File: src/design/agsc_defs.svh
// register indices, field positions, reset values and gain limits
`ifndef AGSC_DEFS_SVH
`define AGSC_DEFS_SVH

// register indices; the byte address is four times the index
`define AGSC_IDX_REACHED   8'h24
`define AGSC_IDX_AMP_L     8'h3b
`define AGSC_IDX_AMP_R     8'h3c
`define AGSC_IDX_SOFTSTEP  8'h51
`define AGSC_IDX_TRIM      8'h52
`define AGSC_IDX_VOL_L     8'h53
`define AGSC_IDX_VOL_R     8'h54
`define AGSC_IDX_CTRL      8'h60
`define AGSC_IDX_IRQ_STAT  8'h61
`define AGSC_IDX_IRQ_MASK  8'h62
`define AGSC_IDX_PWR_STAT  8'h63

// reached flags: both-reached, amp-reached, volume-reached
`define AGSC_BIT_REACH_L   7
`define AGSC_BIT_AMP_L     6
`define AGSC_BIT_VOL_L     5
`define AGSC_BIT_REACH_R   3
`define AGSC_BIT_AMP_R     2
`define AGSC_BIT_VOL_R     1

// control register fields
`define AGSC_CTRL_ON       0
`define AGSC_CTRL_DIFF     2
`define AGSC_CTRL_IMP_L    4
`define AGSC_CTRL_IMP_R    6
`define AGSC_CTRL_AGC      8

// trim field positions
`define AGSC_TRIM_L        4
`define AGSC_TRIM_R        0
`define AGSC_TRIM_MAX      3'h4

// reset values
`define AGSC_RST_AMP       7'h00
`define AGSC_RST_VOL       7'h00
`define AGSC_RST_STEP      2'h0
`define AGSC_RST_TRIM      8'h00
`define AGSC_RST_CTRL      9'h000

// gain limits and offsets in half-dB units, and the tenths-per-half-dB scale
`define AGSC_PGA_MUTE      8'hff
`define AGSC_PGA_MAX       8'h5f
`define AGSC_VOL_MIN       8'he8
`define AGSC_VOL_MAX       8'h28
`define AGSC_DIFF_BOOST    9'h00c
`define AGSC_IMP_STEP      9'h00c
`define AGSC_TENTHS_PER_HDB 11'h005

`endif

File: src/design/agsc_pkg.sv
// types shared by the gain soft-step control block
package agsc_pkg;

  typedef enum logic [1:0] {
    AGSC_RATE_FAST,
    AGSC_RATE_SLOW,
    AGSC_RATE_OFF
  } agsc_rate_e;

  typedef struct packed {
    logic               pga_mute;
    logic signed [8:0]  pga_hdb;
    logic signed [6:0]  vol_hdb;
    logic        [2:0]  trim_tenth;
    logic signed [10:0] total_tenth;
  } agsc_chan_s;

endpackage

File: src/design/agsc_top.sv
// record-path gain soft-step control with apb register slave
//
// Decided for this implementation: register access over APB.
`include "agsc_defs.svh"

module agsc_top
  import agsc_pkg::*;
(
  input  wire logic                   clk_sys,
  input  wire logic                   sys_rst,
  input  wire logic                   psel,
  input  wire logic                   penable,
  input  wire logic                   pwrite,
  input  wire logic       [9:0]       paddr,
  input  wire logic       [31:0]      pwdata,
  output logic            [31:0]      prdata,
  output logic                        pready,
  output logic                        pslverr,
  input  wire logic                   sample_tick,
  input  wire logic       [1:0][6:0]  agc_gain,
  output agsc_chan_s      [1:0]       chan_gain,
  output logic            [1:0]       chan_active,
  output logic                        irq
);

  localparam int NCH = 2;

  logic        [1:0][6:0]  amp_q;
  logic        [1:0][6:0]  vol_q;
  logic        [1:0]       prog_q;
  logic        [1:0]       step_q;
  logic        [7:0]       trim_q;
  logic        [8:0]       ctrl_q;
  logic        [3:0]       irq_stat_q;
  logic        [3:0]       irq_mask_q;
  logic        [31:0]      prdata_q;
  logic                    pslverr_q;
  logic                    half_q;
  logic        [1:0][7:0]  pga_app_q;
  logic        [1:0][7:0]  vol_app_q;
  logic        [1:0][7:0]  pga_tgt;
  logic        [1:0][7:0]  vol_tgt;
  logic        [1:0]       amp_hit;
  logic        [1:0]       vol_hit;
  logic        [1:0]       amp_hit_q;
  logic        [1:0]       vol_hit_q;
  logic        [1:0]       active_q;
  logic        [1:0][2:0]  trim_ch;
  logic        [3:0]       irq_evt;
  agsc_chan_s  [1:0]       chan_q;
  agsc_rate_e              rate;
  logic        [7:0]       idx;
  logic                    setup;
  logic                    wr;
  logic                    mapped;

  function automatic agsc_rate_e rate_of(input logic [1:0] f);
    unique case (f)
      2'h0:    rate_of = AGSC_RATE_FAST;
      2'h1:    rate_of = AGSC_RATE_SLOW;
      default: rate_of = AGSC_RATE_OFF;
    endcase
  endfunction

  function automatic logic is_mapped(input logic [7:0] i);
    unique case (i)
      `AGSC_IDX_REACHED, `AGSC_IDX_AMP_L, `AGSC_IDX_AMP_R,
      `AGSC_IDX_SOFTSTEP, `AGSC_IDX_TRIM, `AGSC_IDX_VOL_L,
      `AGSC_IDX_VOL_R, `AGSC_IDX_CTRL, `AGSC_IDX_IRQ_STAT,
      `AGSC_IDX_IRQ_MASK, `AGSC_IDX_PWR_STAT: is_mapped = 1'b1;
      default: is_mapped = 1'b0;
    endcase
  endfunction

  // out-of-range volume codes saturate at the table ends
  function automatic logic [7:0] vol_clamp(input logic [6:0] c);
    logic signed [7:0] s;
    s = {c[6], c};
    if (s < $signed(`AGSC_VOL_MIN))
      vol_clamp = `AGSC_VOL_MIN;
    else if (s > $signed(`AGSC_VOL_MAX))
      vol_clamp = `AGSC_VOL_MAX;
    else
      vol_clamp = s;
  endfunction

  // reserved trim codes act as 0 dB
  function automatic logic [2:0] trim_ok(input logic [2:0] c);
    trim_ok = (c > `AGSC_TRIM_MAX) ? 3'h0 : c;
  endfunction

  // move cur toward tgt by at most n
  function automatic logic [7:0] step_to(input logic [7:0] cur,
                                         input logic [7:0] tgt,
                                         input logic [7:0] n);
    logic signed [8:0] d;
    d = $signed({tgt[7], tgt}) - $signed({cur[7], cur});
    if (d > $signed({1'b0, n}))
      step_to = 8'(cur + n);
    else if (d < -$signed({1'b0, n}))
      step_to = 8'(cur - n);
    else
      step_to = tgt;
  endfunction

  // apb slave, zero wait states

  assign idx     = paddr[9:2];
  assign setup   = psel && !penable;
  assign wr      = psel && penable && pwrite && mapped;
  assign mapped  = is_mapped(idx) && (paddr[1:0] == 2'h0);
  assign pready  = 1'b1;
  assign prdata  = prdata_q;
  assign pslverr = pslverr_q && psel && penable;

  // read data captured in setup so it comes from a flip-flop
  always_ff @(posedge clk_sys) begin
    if (sys_rst) begin
      prdata_q  <= 32'h0000_0000;
      pslverr_q <= 1'b0;
    end else if (setup) begin
      pslverr_q <= !mapped;
      prdata_q  <= 32'h0000_0000;
      if (!pwrite) begin
        unique case (idx)
          `AGSC_IDX_REACHED: begin
            prdata_q[`AGSC_BIT_REACH_L] <= amp_hit[0] && vol_hit[0];
            prdata_q[`AGSC_BIT_AMP_L]   <= amp_hit[0];
            prdata_q[`AGSC_BIT_VOL_L]   <= vol_hit[0];
            prdata_q[`AGSC_BIT_REACH_R] <= amp_hit[1] && vol_hit[1];
            prdata_q[`AGSC_BIT_AMP_R]   <= amp_hit[1];
            prdata_q[`AGSC_BIT_VOL_R]   <= vol_hit[1];
          end
          `AGSC_IDX_AMP_L:    prdata_q[6:0] <= amp_q[0];
          `AGSC_IDX_AMP_R:    prdata_q[6:0] <= amp_q[1];
          `AGSC_IDX_SOFTSTEP: prdata_q[1:0] <= step_q;
          `AGSC_IDX_TRIM:     prdata_q[7:0] <= trim_q;
          `AGSC_IDX_VOL_L:    prdata_q[6:0] <= vol_q[0];
          `AGSC_IDX_VOL_R:    prdata_q[6:0] <= vol_q[1];
          `AGSC_IDX_CTRL:     prdata_q[8:0] <= ctrl_q;
          `AGSC_IDX_IRQ_STAT: prdata_q[3:0] <= irq_stat_q;
          `AGSC_IDX_IRQ_MASK: prdata_q[3:0] <= irq_mask_q;
          `AGSC_IDX_PWR_STAT: prdata_q[1:0] <= active_q;
          default:            prdata_q      <= 32'h0000_0000;
        endcase
      end
    end
  end

  // software-written registers
  always_ff @(posedge clk_sys) begin
    if (sys_rst) begin
      amp_q      <= {NCH{`AGSC_RST_AMP}};
      vol_q      <= {NCH{`AGSC_RST_VOL}};
      step_q     <= `AGSC_RST_STEP;
      trim_q     <= `AGSC_RST_TRIM;
      ctrl_q     <= `AGSC_RST_CTRL;
      irq_mask_q <= 4'h0;
    end else if (wr) begin
      unique case (idx)
        `AGSC_IDX_AMP_L:    amp_q[0]   <= pwdata[6:0];
        `AGSC_IDX_AMP_R:    amp_q[1]   <= pwdata[6:0];
        `AGSC_IDX_SOFTSTEP: step_q     <= pwdata[1:0];
        `AGSC_IDX_TRIM:     trim_q     <= pwdata[7:0];
        `AGSC_IDX_VOL_L:    vol_q[0]   <= pwdata[6:0];
        `AGSC_IDX_VOL_R:    vol_q[1]   <= pwdata[6:0];
        `AGSC_IDX_CTRL:     ctrl_q     <= pwdata[8:0];
        `AGSC_IDX_IRQ_MASK: irq_mask_q <= pwdata[3:0];
        default:            ;
      endcase
    end
  end

  // outside agc mode, amp stays muted until its own register is first written
  always_ff @(posedge clk_sys) begin
    if (sys_rst) begin
      prog_q <= 2'h0;
    end else if (wr) begin
      if (idx == `AGSC_IDX_AMP_L)
        prog_q[0] <= 1'b1;
      if (idx == `AGSC_IDX_AMP_R)
        prog_q[1] <= 1'b1;
    end
  end

  // sticky events, set beats the write-one clear
  assign irq_evt = {vol_hit[1] && !vol_hit_q[1], vol_hit[0] && !vol_hit_q[0],
                    amp_hit[1] && !amp_hit_q[1], amp_hit[0] && !amp_hit_q[0]};

  always_ff @(posedge clk_sys) begin
    if (sys_rst) begin
      irq_stat_q <= 4'h0;
    end else begin
      if (wr && idx == `AGSC_IDX_IRQ_STAT)
        irq_stat_q <= (irq_stat_q & ~pwdata[3:0]) | irq_evt;
      else
        irq_stat_q <= irq_stat_q | irq_evt;
    end
  end

  assign irq = |(irq_stat_q & irq_mask_q);

  // slow rate steps the amp on every second sample only
  always_ff @(posedge clk_sys) begin
    if (sys_rst)
      half_q <= 1'b0;
    else if (sample_tick)
      half_q <= !half_q;
  end

  assign rate    = rate_of(step_q);
  assign trim_ch = {trim_ok(trim_q[`AGSC_TRIM_R +: 3]),
                    trim_ok(trim_q[`AGSC_TRIM_L +: 3])};

  for (genvar c = 0; c < NCH; c++) begin : g_ch
    logic       on;
    logic       diff;
    logic [1:0] imp;
    logic [7:0] pga_n;
    logic [7:0] vol_n;
    logic       pga_go;

    assign on   = ctrl_q[`AGSC_CTRL_ON + c];
    assign diff = ctrl_q[`AGSC_CTRL_DIFF + c];
    assign imp  = (c == 0) ? ctrl_q[`AGSC_CTRL_IMP_L +: 2]
                           : ctrl_q[`AGSC_CTRL_IMP_R +: 2];

    // powered-down channel heads for the floor
    always_comb begin
      if (!on)
        pga_tgt[c] = `AGSC_PGA_MUTE;
      else if (ctrl_q[`AGSC_CTRL_AGC])
        pga_tgt[c] = {1'b0, agc_gain[c]};
      else if (prog_q[c])
        pga_tgt[c] = {1'b0, amp_q[c]};
      else
        pga_tgt[c] = `AGSC_PGA_MUTE;
      vol_tgt[c] = on ? vol_clamp(vol_q[c]) : `AGSC_VOL_MIN;
    end

    assign amp_hit[c] = (pga_app_q[c] == pga_tgt[c]);
    assign vol_hit[c] = (vol_app_q[c] == vol_tgt[c]);
    assign pga_go     = sample_tick && (rate == AGSC_RATE_FAST || half_q);

    always_comb begin
      pga_n = pga_app_q[c];
      vol_n = vol_app_q[c];
      unique case (rate)
        AGSC_RATE_OFF: begin
          pga_n = pga_tgt[c];
          vol_n = vol_tgt[c];
        end
        AGSC_RATE_SLOW: begin
          if (pga_go)
            pga_n = step_to(pga_app_q[c], pga_tgt[c], 8'h01);
          if (sample_tick)
            vol_n = step_to(vol_app_q[c], vol_tgt[c], 8'h02);
        end
        AGSC_RATE_FAST: begin
          if (pga_go)
            pga_n = step_to(pga_app_q[c], pga_tgt[c], 8'h01);
          if (sample_tick)
            vol_n = step_to(vol_app_q[c], vol_tgt[c], 8'h01);
        end
      endcase
    end

    always_ff @(posedge clk_sys) begin
      if (sys_rst) begin
        pga_app_q[c] <= `AGSC_PGA_MUTE;
        vol_app_q[c] <= {1'b0, `AGSC_RST_VOL};
        amp_hit_q[c] <= 1'b1;
        vol_hit_q[c] <= 1'b1;
      end else begin
        pga_app_q[c] <= pga_n;
        vol_app_q[c] <= vol_n;
        amp_hit_q[c] <= amp_hit[c];
        vol_hit_q[c] <= vol_hit[c];
      end
    end

    // shut off only once both gains sit at the floor
    always_ff @(posedge clk_sys) begin
      if (sys_rst)
        active_q[c] <= 1'b0;
      else if (on)
        active_q[c] <= 1'b1;
      else if (pga_app_q[c] == `AGSC_PGA_MUTE &&
               vol_app_q[c] == `AGSC_VOL_MIN)
        active_q[c] <= 1'b0;
    end

    // effective gain; unity filter gain adds no term
    always_ff @(posedge clk_sys) begin
      if (sys_rst) begin
        chan_q[c] <= '0;
        chan_q[c].pga_mute <= 1'b1;
      end else begin
        chan_q[c].pga_mute <= (pga_app_q[c] == `AGSC_PGA_MUTE);
        chan_q[c].pga_hdb <= (pga_app_q[c] == `AGSC_PGA_MUTE) ? 9'h000 :
          9'({1'b0, pga_app_q[c]} + (diff ? `AGSC_DIFF_BOOST : 9'h000)
             - 9'(imp * `AGSC_IMP_STEP));
        chan_q[c].vol_hdb    <= vol_app_q[c][6:0];
        chan_q[c].trim_tenth <= trim_ch[c];
        chan_q[c].total_tenth <= 11'(
          ($signed({{2{chan_q[c].pga_hdb[8]}}, chan_q[c].pga_hdb}) +
           $signed({{4{chan_q[c].vol_hdb[6]}}, chan_q[c].vol_hdb}))
          * $signed(`AGSC_TENTHS_PER_HDB)
          - $signed({8'h00, chan_q[c].trim_tenth}));
      end
    end

  end

  assign chan_gain   = chan_q;
  assign chan_active = active_q;
endmodule
File: config.mk
export PLATFORM = sky130hd
export DESIGN_NAME = agsc_top
export DESIGN_NICKNAME = d
export VERILOG_FILES = /design/src/design/agsc_pkg.sv /design/src/design/agsc_top.sv
export VERILOG_INCLUDE_DIRS = /design/src /design/src/design
export SDC_FILE = /design/constraint.sdc
export NUM_CORES = 1
export LEC_CHECK = 0
export ABC_AREA = 1
export BUFFER_PORTS_ARGS = -buffer_cell sky130_fd_sc_hd__buf_4
export CORE_MARGIN = 10
export CORE_UTILIZATION = 40
export CTS_CLUSTER_DIAMETER = 150
export DETAILED_ROUTE_END_ITERATION = 12
export PLACE_DENSITY_LB_ADDON = 0.08
export SLEW_MARGIN = 20
export SYNTH_ARGS = -nofsm -noshare
export SYNTH_HDL_FRONTEND = slang
export SYNTH_SLANG_ARGS = --single-unit
File: constraint.sdc
create_clock -name clk_sys -period 5.2 [get_ports clk_sys]
set_input_delay 0.78 -clock clk_sys [delete_from_list [all_inputs] [get_ports clk_sys]]
set_output_delay 0.78 -clock clk_sys [all_outputs]
set_load 0.03 [all_outputs]
# After elaboration in Yosys (flattened, before gate mapping)

Index checks and enable logic that the tools add are counted.

Flip-flop bits (word level): 191
Input bits: 62

Mux-type cells: 51
Bitwise gates (word level): 5
Magnitude comparators: 18
Equality and inequality tests: 25
$mul: 4
Add/sub/neg operators: 24
Reductions and logical operators: 46

Operators with widths:

| operator                                           | number |
|---|---|
| two-way mux 8 bit                                  | 30 |
| == test 8 x 7 -> 1 bit, second input constant      | 8 |
| case mux 8 bit (3 select lines)                    | 2 |
| > comparator 9 x 2 -> 1 bit, second input constant | 4 |
| < comparator 9 x 1 -> 1 bit, second input constant | 4 |
| subtractor 8 x 8 -> 9 bit                          | 4 |
| adder 8 x 1 -> 8 bit, second input constant        | 4 |
| == test 8 bit                                      | 4 |
| == test 8 bit, second input constant               | 4 |
| case mux 8 bit (2 select lines)                    | 2 |
| subtractor 8 x 1 -> 8 bit, second input constant   | 4 |
| == test 8 x 6 -> 1 bit, second input constant      | 3 |
| multiplier 10 x 4 -> 11 bit, second input constant | 2 |
| subtractor 11 x 4 -> 11 bit                        | 2 |
| adder 9 x 7 -> 10 bit                              | 2 |
| adder 8 x 4 -> 9 bit                               | 2 |
| > comparator 9 x 3 -> 1 bit, second input constant | 2 |
| < comparator 9 x 2 -> 1 bit, second input constant | 2 |
| case mux 2 bit (9 select lines)                    | 1 |
| AND reduction 2 bit                                | 9 |
| subtractor 9 x 6 -> 9 bit                          | 2 |
| logical AND 1 bit                                  | 17 |
| adder 8 x 2 -> 8 bit, second input constant        | 2 |
| subtractor 8 x 2 -> 8 bit, second input constant   | 2 |
| 27 further kinds                                   | 55 |

# Depth between registers and ports, before layout

Gate-level depths: netlist of the first run.

Word-level depth: 10
Mapped depth: 27
Depth with buffers taken out: 27

# Worst setup path after synthesis of the first run

Ideal clock, no wire load.

Path kind: flip-flop to flip-flop
From: register chan_q, in the netlist chan_gain[45]
To: register chan_q, in the netlist chan_gain[41]
Stages on the path, launching flop included: 21
Buffers on the path: 0
Data required time: 5.085 ns
Clock period less this slack: 3.686 ns
Arrival time: 3.571 ns
Setup time: 0.115 ns
Setup slack: 1.514 ns
Cell sequence: dfxtp_1 ha_1 fa_1 nand3_1 and2_1 xor2_1 inv_1 ha_1 inv_1 fa_1 inv_1 ha_1 nand2_1 nor2_1 nand3_1 o2111a_1 xor2_1 inv_1 nand3_1 nand2_1 nor2_1

Word-level cells in the longest chain between the ends: 3

RTL lines:

| element                     | line            | RTL |
|---|---|---|
| start: declaration          | agsc_top.sv:50  | `agsc_chan_s [1:0] chan_q;` |
| adder 9 x 7 -> 10 bit       | agsc_top.sv:306 | `($signed({{2{chan_q[c].pga_hdb[8]}}, chan_q[c].pga_hdb}) +` |
| multiplier 10 x 4 -> 11 bit | agsc_top.sv:306 |  |
| subtractor 11 x 4 -> 11 bit | agsc_top.sv:306 |  |

Every way passes these cells.
A chain may end at the register's enable or synchronous reset.

# Final worst setup path of the first run

From: register ctrl_q[1]
To: register vol_app_q[10] (netlist name)

Word-level cells in the longest chain between the ends: 7
Elaborated cells between the ends (all ways): 13
Those cells by class: add/sub: 1; order compare: 4; mux: 8

RTL lines:

| element                                                                    | line                             | RTL |
|---|---|---|
| start: declaration                                                         | agsc_top.sv:33                   | `logic [8:0] ctrl_q;` |
| start signal: assignment                                                   | agsc_top.sv:157                  | `` ctrl_q <= `AGSC_RST_CTRL; `` |
| start signal: assignment                                                   | agsc_top.sv:167                  | `` `AGSC_IDX_CTRL: ctrl_q <= pwdata[8:0]; `` |
| two-way mux 8 bit (no source line) *                                       | -                                |  |
| subtractor 8 x 8 -> 9 bit                                                  | agsc_top.sv:97                   | `d = $signed({tgt[7], tgt}) - $signed({cur[7], cur});` |
| < comparator 9 x 1 -> 1 bit or < comparator 9 x 2 -> 1 bit (tied branches) | agsc_top.sv:100                  | `else if (d < -$signed({1'b0, n}))` |
| two-way mux 8 bit                                                          | agsc_top.sv:100                  |  |
| two-way mux 8 bit                                                          | agsc_top.sv:98                   | `if (d > $signed({1'b0, n}))` |
| two-way mux 8 bit (on tied branches)                                       | agsc_top.sv:262, agsc_top.sv:256 |  |
| case mux 8 bit (3 select lines) *                                          | agsc_top.sv:248                  | `unique case (rate)` |
| end signal: indexed assignment                                             | agsc_top.sv:271                  | `` vol_app_q[c] <= {1'b0, `AGSC_RST_VOL}; `` |
| end signal: indexed assignment                                             | agsc_top.sv:276                  | `vol_app_q[c] <= vol_n;` |
| end: declaration                                                           | agsc_top.sv:40                   | `logic [1:0][7:0] vol_app_q;` |

Mark *: on every way between the ends. The rest lies on a longest branch, timed or not. The select of a mux whose other input is x is not followed.

==> out/summary.txt, run 1 <==
Placed cell count -> 2,757
Final nets -> 2,528
Reg2Reg Setup Slack -> 1.01 ns
Worst EP required -> 5.52 ns
Reg2Reg Capture Point -> vol_app_q[10]
Reg2Reg Depth -> 23
Die area -> 45,100 sq um
CP most frequent cell -> inv_1
CP max stage delay -> 0.39 ns
Via-per-instance ratio -> 5.11
Hold Path Class -> reg2reg
DRT iter0 DRCs -> 1,018
Initial core utilization -> 40.5%
Most common cell in the netlist -> nand2_1
Total Wirelength -> 45,700 microns
Rel. slew slack -> 40.6%
Register share of total power -> 18.2%
GRT Residual Overflow -> 0
Core Region -> 36,500 sq um
Max Root-Sink Buffers -> 2
RSZ-0062 raised after global routing -> false
Final min period -> 4.19 ns
Tot Pwr -> 9.91 mW
Synth top area share -> 22.7%
Port bufs -> 113
Final Util -> 45.4%
CP max-delay cell -> fa_1
Chip Width -> 212 microns
# rows -> 70
DP HPWL -> 36,300 microns
Finished Layout Cells -> 2,789
H-tree depth -> 4
Place WS -> 1.18 ns
F_max -> 0.239 GHz
Least-Margin Pin Slew -> 0.888 ns
Post-synth ARST share -> 0%
Hold path cells -> 2
Area Growth Syn to Fin -> 11.9%
Leakage Power -> 8.23 nW
Worst-Skew Late Latency -> 0.46 ns
Fraction of layout instances using a drive strength above 1 -> 11.8%
Total CTS buffers -> 17
Clk pin slew, worst setup/hold paths -> 0.08 ns
Final Cycle Share -> 80.6%
Synth area leader -> dfxtp_1
Synth Cell Area -> 14,800 sq um
Vias in the first global route -> 13.4k
CP Cell Sequence -> inv_1 -> nor2_1 -> inv_1 -> o21ai_1 -> inv_1 -> nor3_1 -> inv_1 -> ha_1 -> fa_1 -> inv_1 -> nand3_1 -> nand2_1 -> nand2_2 -> nand2_2 -> nand2_2 -> nand2_8 -> nor2_4 -> nand3_4 -> nand3_4 -> nor2_1 -> nor2_1 -> a21oi_1 -> a21oi_1
Vias post-DR -> 14.3k
WL/cell -> 16.4 microns
Status -> finished, final reports clean
Endpoint, Worst Hold -> prog_q[0]
Worst Path Buf+Inv -> 5
Seq cells post-synth -> 168
Pwr dens -> 598 nW/um^2
Hold Buf Count CTS -> 0
Initial antenna violation count -> 0
Drt first pass iters -> 5
VDD IR max -> 0.316 mV
Post-synthesis cell type count -> 58
Final hold violation count -> 0
Sw frac -> 51.5%
Largest net degree at the start of global routing -> 52
FILL cells -> 3,833
DRC -> 0
CTS tree -> done
Fin. max-slew vios -> 0
Critical path class -> reg2reg
CTS Sinks -> 168
Finish-stage setup viols -> 0
Syn. warnings -> 0
Post_cts resized -> 0
Area contributors post-synth -> dfxtp_1 23%, nand2_1 12%, ha_1 11%, inv_1 8.8%, a21oi_1 6.0%
Skew final -> 0.0150 ns
Ports -> 161
Arr. time, crit path -> 4.52 ns
Synth cell count leaders -> 465 x nand2_1, 346 x inv_1, 178 x a21oi_1, 172 x nor2_1, 168 x dfxtp_1
Worst reg2reg path startpoint -> ctrl_q[1]
Syn Area/Cell -> 6.67 sq um
CTS Root Cell -> clkbuf_16
Hold Crit Start -> prog_q[0]
Comb pwr share -> 68.4%
Internal power -> 4.81 mW
Delay-heaviest family, CP -> simple AND/OR/NAND/NOR gates
Post-DRT Antenna Nets -> 0
First-pass GRT wire length -> 72,500 microns
Main flop type after synthesis -> dfxtp_1
Switching power total -> 5.10 mW
Crit path capture type -> flip-flop
EDFF count, synth -> 0
Clk pwr share -> 13.4%
Max Cap Viol -> 0
GP Congestion -> 0.878
All-Layer GR Usage -> 20.2%
Die Y -> 212 microns
Crit-path max FO -> 17
Setup tns final -> 0 ns
Antenna cell count -> 0
PnR worst setup slack -> 1.01 ns
Cell count after synthesis -> 2,220
Sequential fraction of the synthesis area -> 22.7%
Setup Fix Bufs, Post-CTS -> 0
Critical Path Start Type -> flip-flop
==> metrics by stage <==
step / cell area (sq um) / hold slack [ns]
after floorplan: 14900 / 0.430
after global placement: 16000 / 0.437
after detailed placement: 16000 / 0.451
after CTS: 16600 / 0.462
after global routing: 16600 / 0.486
final: 16600 / 0.460
==> routing by layer <==
layer | GRT usage [%] | vias up | part of all wire [%]
met5 | 0 | - | 0
met4 | 5.88 | 0 | 1.9
met3 | 3.17 | 56 | 5.3
met2 | 32.3 | 385 | 44
met1 | 27.3 | 6509 | 49
li1 | - | 7313 | -
==> sequential cells by signal, summed over array words and instances (netlist names), 8 cells and up <==
register,count
amp_q,14
ctrl_q,9
vol_app_q,16
pga_app_q,16
trim_q,8
chan_gain,62
vol_q,14
prdata,9
==> area by class of cell <==
type | count | area (sq um) | share of cell area (%)
multi-input cells | 1630 | 9700 | 58.5
flip-flops and latches | 168 | 3360 | 20.3
inverters | 365 | 1380 | 8.30
repair buffers | 126 | 946 | 5.71
well taps | 468 | 586 | 3.53
clock buffers | 19 | 443 | 2.67
clock inverters | 13 | 161 | 0.974
==> cell usage in the layout, fill, tap and decap left out, types with 14 or more instances in the layout <==
cell	count
nand2_1	465
inv_1	346
a21oi_1	178
nor2_1	172
dfxtp_1	168
nand3_1	164
ha_1	132
buf_4	126
o21ai_0	113
xor2_1	74
o21ai_1	31
nor3_1	30
fa_1	26
nand2_2	24
conb_1	24
nand4_1	22
clkbuf_16	17
o22ai_1	16
inv_2	14
==> cells by family (layout without fill, tap and decap cells) <==
group	after synthesis	count (layout)	share of synthesized area [%]
fa+ha+maj	158	158	14.7
xor+xnor	89	89	5.37
simple gates	965	965	30.3
compound gates	394	394	14.6
other cells	2	24	0.0507
buf+inv	444	523	12.3
flops	168	168	22.7
==> worst register-to-register path: stages (launching register included) <==
cell	delay, ns
dfxtp_1	0.32
inv_1	0.20
nor2_1	0.34
inv_1	0.22
o21ai_1	0.18
inv_1	0.12
nor3_1	0.34
inv_1	0.08
ha_1	0.22
fa_1	0.39
inv_1	0.11
nand3_1	0.09
nand2_1	0.12
nand2_2	0.10
nand2_2	0.09
nand2_2	0.08
nand2_8	0.16
nor2_4	0.05
nand3_4	0.09
nand3_4	0.19
nor2_1	0.14
nor2_1	0.05
a21oi_1	0.27
a21oi_1	0.10
==> how the worst max path moves through the flow <==
stage,from,depth (start not counted),slack (ns),to
after floorplan,chan_gain[45],20,1.51,chan_gain[41]
after global placement,ctrl_q[1],21,1.21,vol_app_q[8]
after detailed placement,ctrl_q[1],23,1.18,vol_app_q[10]
after CTS,ctrl_q[1],21,1.15,vol_app_q[10]
after global routing,ctrl_q[1],23,0.63,vol_app_q[10]
final,ctrl_q[1],23,1.01,vol_app_q[10]
==> power by group through the flow <==
stage	combinational [mW]	clock (mW)	sequential, mW
floorplan	5.14	0	1.99
global placement	6.65	0	1.83
detailed placement	6.73	0	1.83
CTS	6.78	1.36	1.80
global route	7.81	1.42	1.83
finish	6.77	1.33	1.80
Power figures use the tool's default switching activity.
==> run 2: changes to the inputs <==
==> constraint.sdc (replaced) <==
create_clock -name clk_sys -period 4.1 [get_ports clk_sys]
set_input_delay 0.615 -clock clk_sys [delete_from_list [all_inputs] [get_ports clk_sys]]
set_output_delay 0.615 -clock clk_sys [all_outputs]
set_load 0.03 [all_outputs]
==> run 2 against run 1 <==
Effect of this change:
- combinational power rose by 29%
- routed wire length rose by 1.3%
- power is 26% higher
- core utilization rose by 0.22 points
- global-route usage up 0.38 points
- worst hold slack got worse by 0.021 ns
- register-to-register slack got worse by 0.72 ns
==> out/summary.txt, run 2 (synthesis results as in run 1) <==
Status -> finished, final reports clean
DRT iter0 DRCs -> 1,078 (+5.9%)
Initial antenna violation count -> 0 (unchanged)
Commonest non-fill, non-tap cells in the layout -> 465 x nand2_1, 346 x inv_1, 178 x a21oi_1
Post-DRT Antenna Nets -> 0 (unchanged)
First-pass GRT wire length -> 74,200 microns (+2.3%)
Core Region -> 36,500 sq um (unchanged)
Largest net degree at the start of global routing -> 52 (unchanged)
WL/cell -> 16.5 microns (+0.86%)
GRT Residual Overflow -> 0 (unchanged)
Chip Width -> 212 microns (unchanged)
M1 GR Usage -> 27.3% (-0.046 points)
Total CTS buffers -> 17 (unchanged)
Fin. max-slew vios -> 0 (unchanged)
Leakage Power -> 8.28 nW (+0.58%)
CTS Root Cell -> clkbuf_16
Port bufs -> 113 (unchanged)
Area Growth Syn to Fin -> 12.5%
Commonest non-fill, non-tap cell in the layout -> nand2_1
GP Congestion -> 0.943 (+7.4%)
F_max -> 0.262 GHz (+9.8%)
CTS Sinks -> 168 (unchanged)
# rows -> 70 (unchanged)
DRC -> 0 (unchanged)
Worst-Skew Late Latency -> 0.45 ns (about the same)
Hold Path Class -> in2reg
Max Cap Viol -> 0 (unchanged)
RSZ-0062 raised after global routing -> false
Least-Margin Pin Slew -> 0.791 ns (-0.0972 ns)
Clk pin slew, worst setup/hold paths -> 0.07 ns (about the same)
Pwr dens -> 752 nW/um^2 (+26%)
Ports -> 161 (unchanged)
Critical path class -> reg2reg
Crit path capture type -> flip-flop
Setup tns final -> 0 ns (unchanged)
Crit-path max FO -> 4 (-13)
Worst reg2reg path startpoint -> chan_gain[14]
CTS tree -> done
GR Util met3 -> 3.86% (+0.69 points)
Via-per-instance ratio -> 5.15 (+0.77%)
Fraction of layout instances using a drive strength above 1 -> 12.5% (+0.66 points)
Final nets -> 2,543 (+0.59%)
Met2 Use GR -> 33.2% (+0.92 points)
Final Cycle Share -> 93.1% (+12 points)
Hold Crit Start -> sample_tick
Post-DP Area -> 16,100 sq um (+0.66%)
Hold Buf Count CTS -> 0 (unchanged)
Gr busiest metal -> met2
Final min period -> 3.82 ns (-0.376 ns)
Max Root-Sink Buffers -> 2 (unchanged)
Skew final -> 0.00970 ns (-0.00527 ns)
Finished Cell Area -> 16,700 sq um (+0.48%)
Rel. slew slack -> 47.2% (+6.6 points)
Finish-stage setup viols -> 0 (unchanged)
CP startpoint -> chan_gain[14]
Reg2Reg Setup Slack -> 0.28 ns (-0.72 ns)
Max reg flops -> 62 (unchanged)
All-Layer GR Usage -> 20.5% (+0.38 points)
Die area -> 45,100 sq um (unchanged)
DP HPWL -> 36,600 microns (+1.0%)
FILL cells -> 3,829 (-0.10%)
Drt first pass iters -> 6 (+1)
Antenna cell count -> 0 (unchanged)
Vias in the first global route -> 13.9k (+3.1%)
Die Y -> 212 microns (unchanged)
Vias post-DR -> 14.4k (+1.2%)
H-tree depth -> 4 (unchanged)
VDD IR max -> 0.424 mV (+34%)
Final hold violation count -> 0 (unchanged)
Initial core utilization -> 40.5% (unchanged)
Total Wirelength -> 46,300 microns (+1.3%)
Worst EP required -> 4.45 ns (-1.07 ns)
Critical Path Start Type -> flip-flop
Arr. time, crit path -> 4.16 ns (-0.36 ns)
-- run 2: worst paths after layout --
kind                        end  cells after the start
setup / recovery  chan_gain[10]                     23
hold / removal           half_q                      3
setup reg to reg  chan_gain[10]                     23
hold reg to reg       prog_q[1]                      2
-- run 2: through the flow --
| step | power, mW | utilization, % | hold slack, ns | std cells | setup WS, ns |
|---|---|---|---|---|---|
| after floorplan | 9.04 | - | 0.430 | 2242 | 0.414 |
| after global routing | 14.0 | 45.6 | 0.455 | 2802 | 0.00680 |
| after detailed placement | 10.9 | 44.0 | 0.446 | 2771 | 0.250 |
| after global placement | 10.8 | 44.0 | 0.440 | 2771 | 0.287 |
| after CTS | 12.5 | 45.5 | 0.426 | 2801 | 0.208 |
| final | 12.5 | 45.6 | 0.439 | 2802 | 0.283 |
-- run 2: power breakdown --
part	switching (mW)	internal [mW]	leakage, nW
combinational	5.47	3.25	6.64
sequential	0.294	1.96	1.38
clock	0.695	0.855	0.260
-- run 2: layout make-up --
| cell class | instances | area, sq um | share of cell area [%] |
|---|---|---|---|
| clock buffer | 21 | 460 | 2.77 |
| timing repair buffer | 141 | 1060 | 6.36 |
| clock inverter | 9 | 77.6 | 0.466 |
| tap | 468 | 586 | 3.52 |
| inverter | 365 | 1380 | 8.26 |
| multi-input combinational | 1630 | 9730 | 58.4 |
| sequential | 168 | 3360 | 20.2 |
-- run 2: metal layers --
| metal | vias to the layer above | part of all wire (%) |
|---|---|---|
| li1 | 7321 | - |
| met1 | 6638 | 47 |
| met4 | 0 | 2.0 |
| met2 | 427 | 45 |
| met3 | 54 | 6.1 |
| met5 | - | 0 |
-- run 2: timing repair --
item                                    CTS  global route
endpoints found under the hold margin     0             0
resized for setup                         0             5
endpoints found under the setup margin    0             3
buffers inserted                          0             1
-- run 2: worst max-delay path: stages (launching register included) --
cell and delay [ns]:
dfxtp_1 0.31, ha_1 0.24, fa_1 0.42, nand3_1 0.10
nand2_1 0.12, nand2_1 0.08, nand3_1 0.11, xor2_2 0.21
ha_1 0.28, inv_1 0.06, fa_1 0.53, inv_1 0.04
ha_1 0.32, nand2_1 0.12, nor3_2 0.05, nand2_1 0.06
o211ai_1 0.08, a31oi_1 0.21, nand3b_1 0.14, nand2_1 0.05
inv_1 0.06, nand2_1 0.05, nand2_1 0.05, nor2_1 0.04
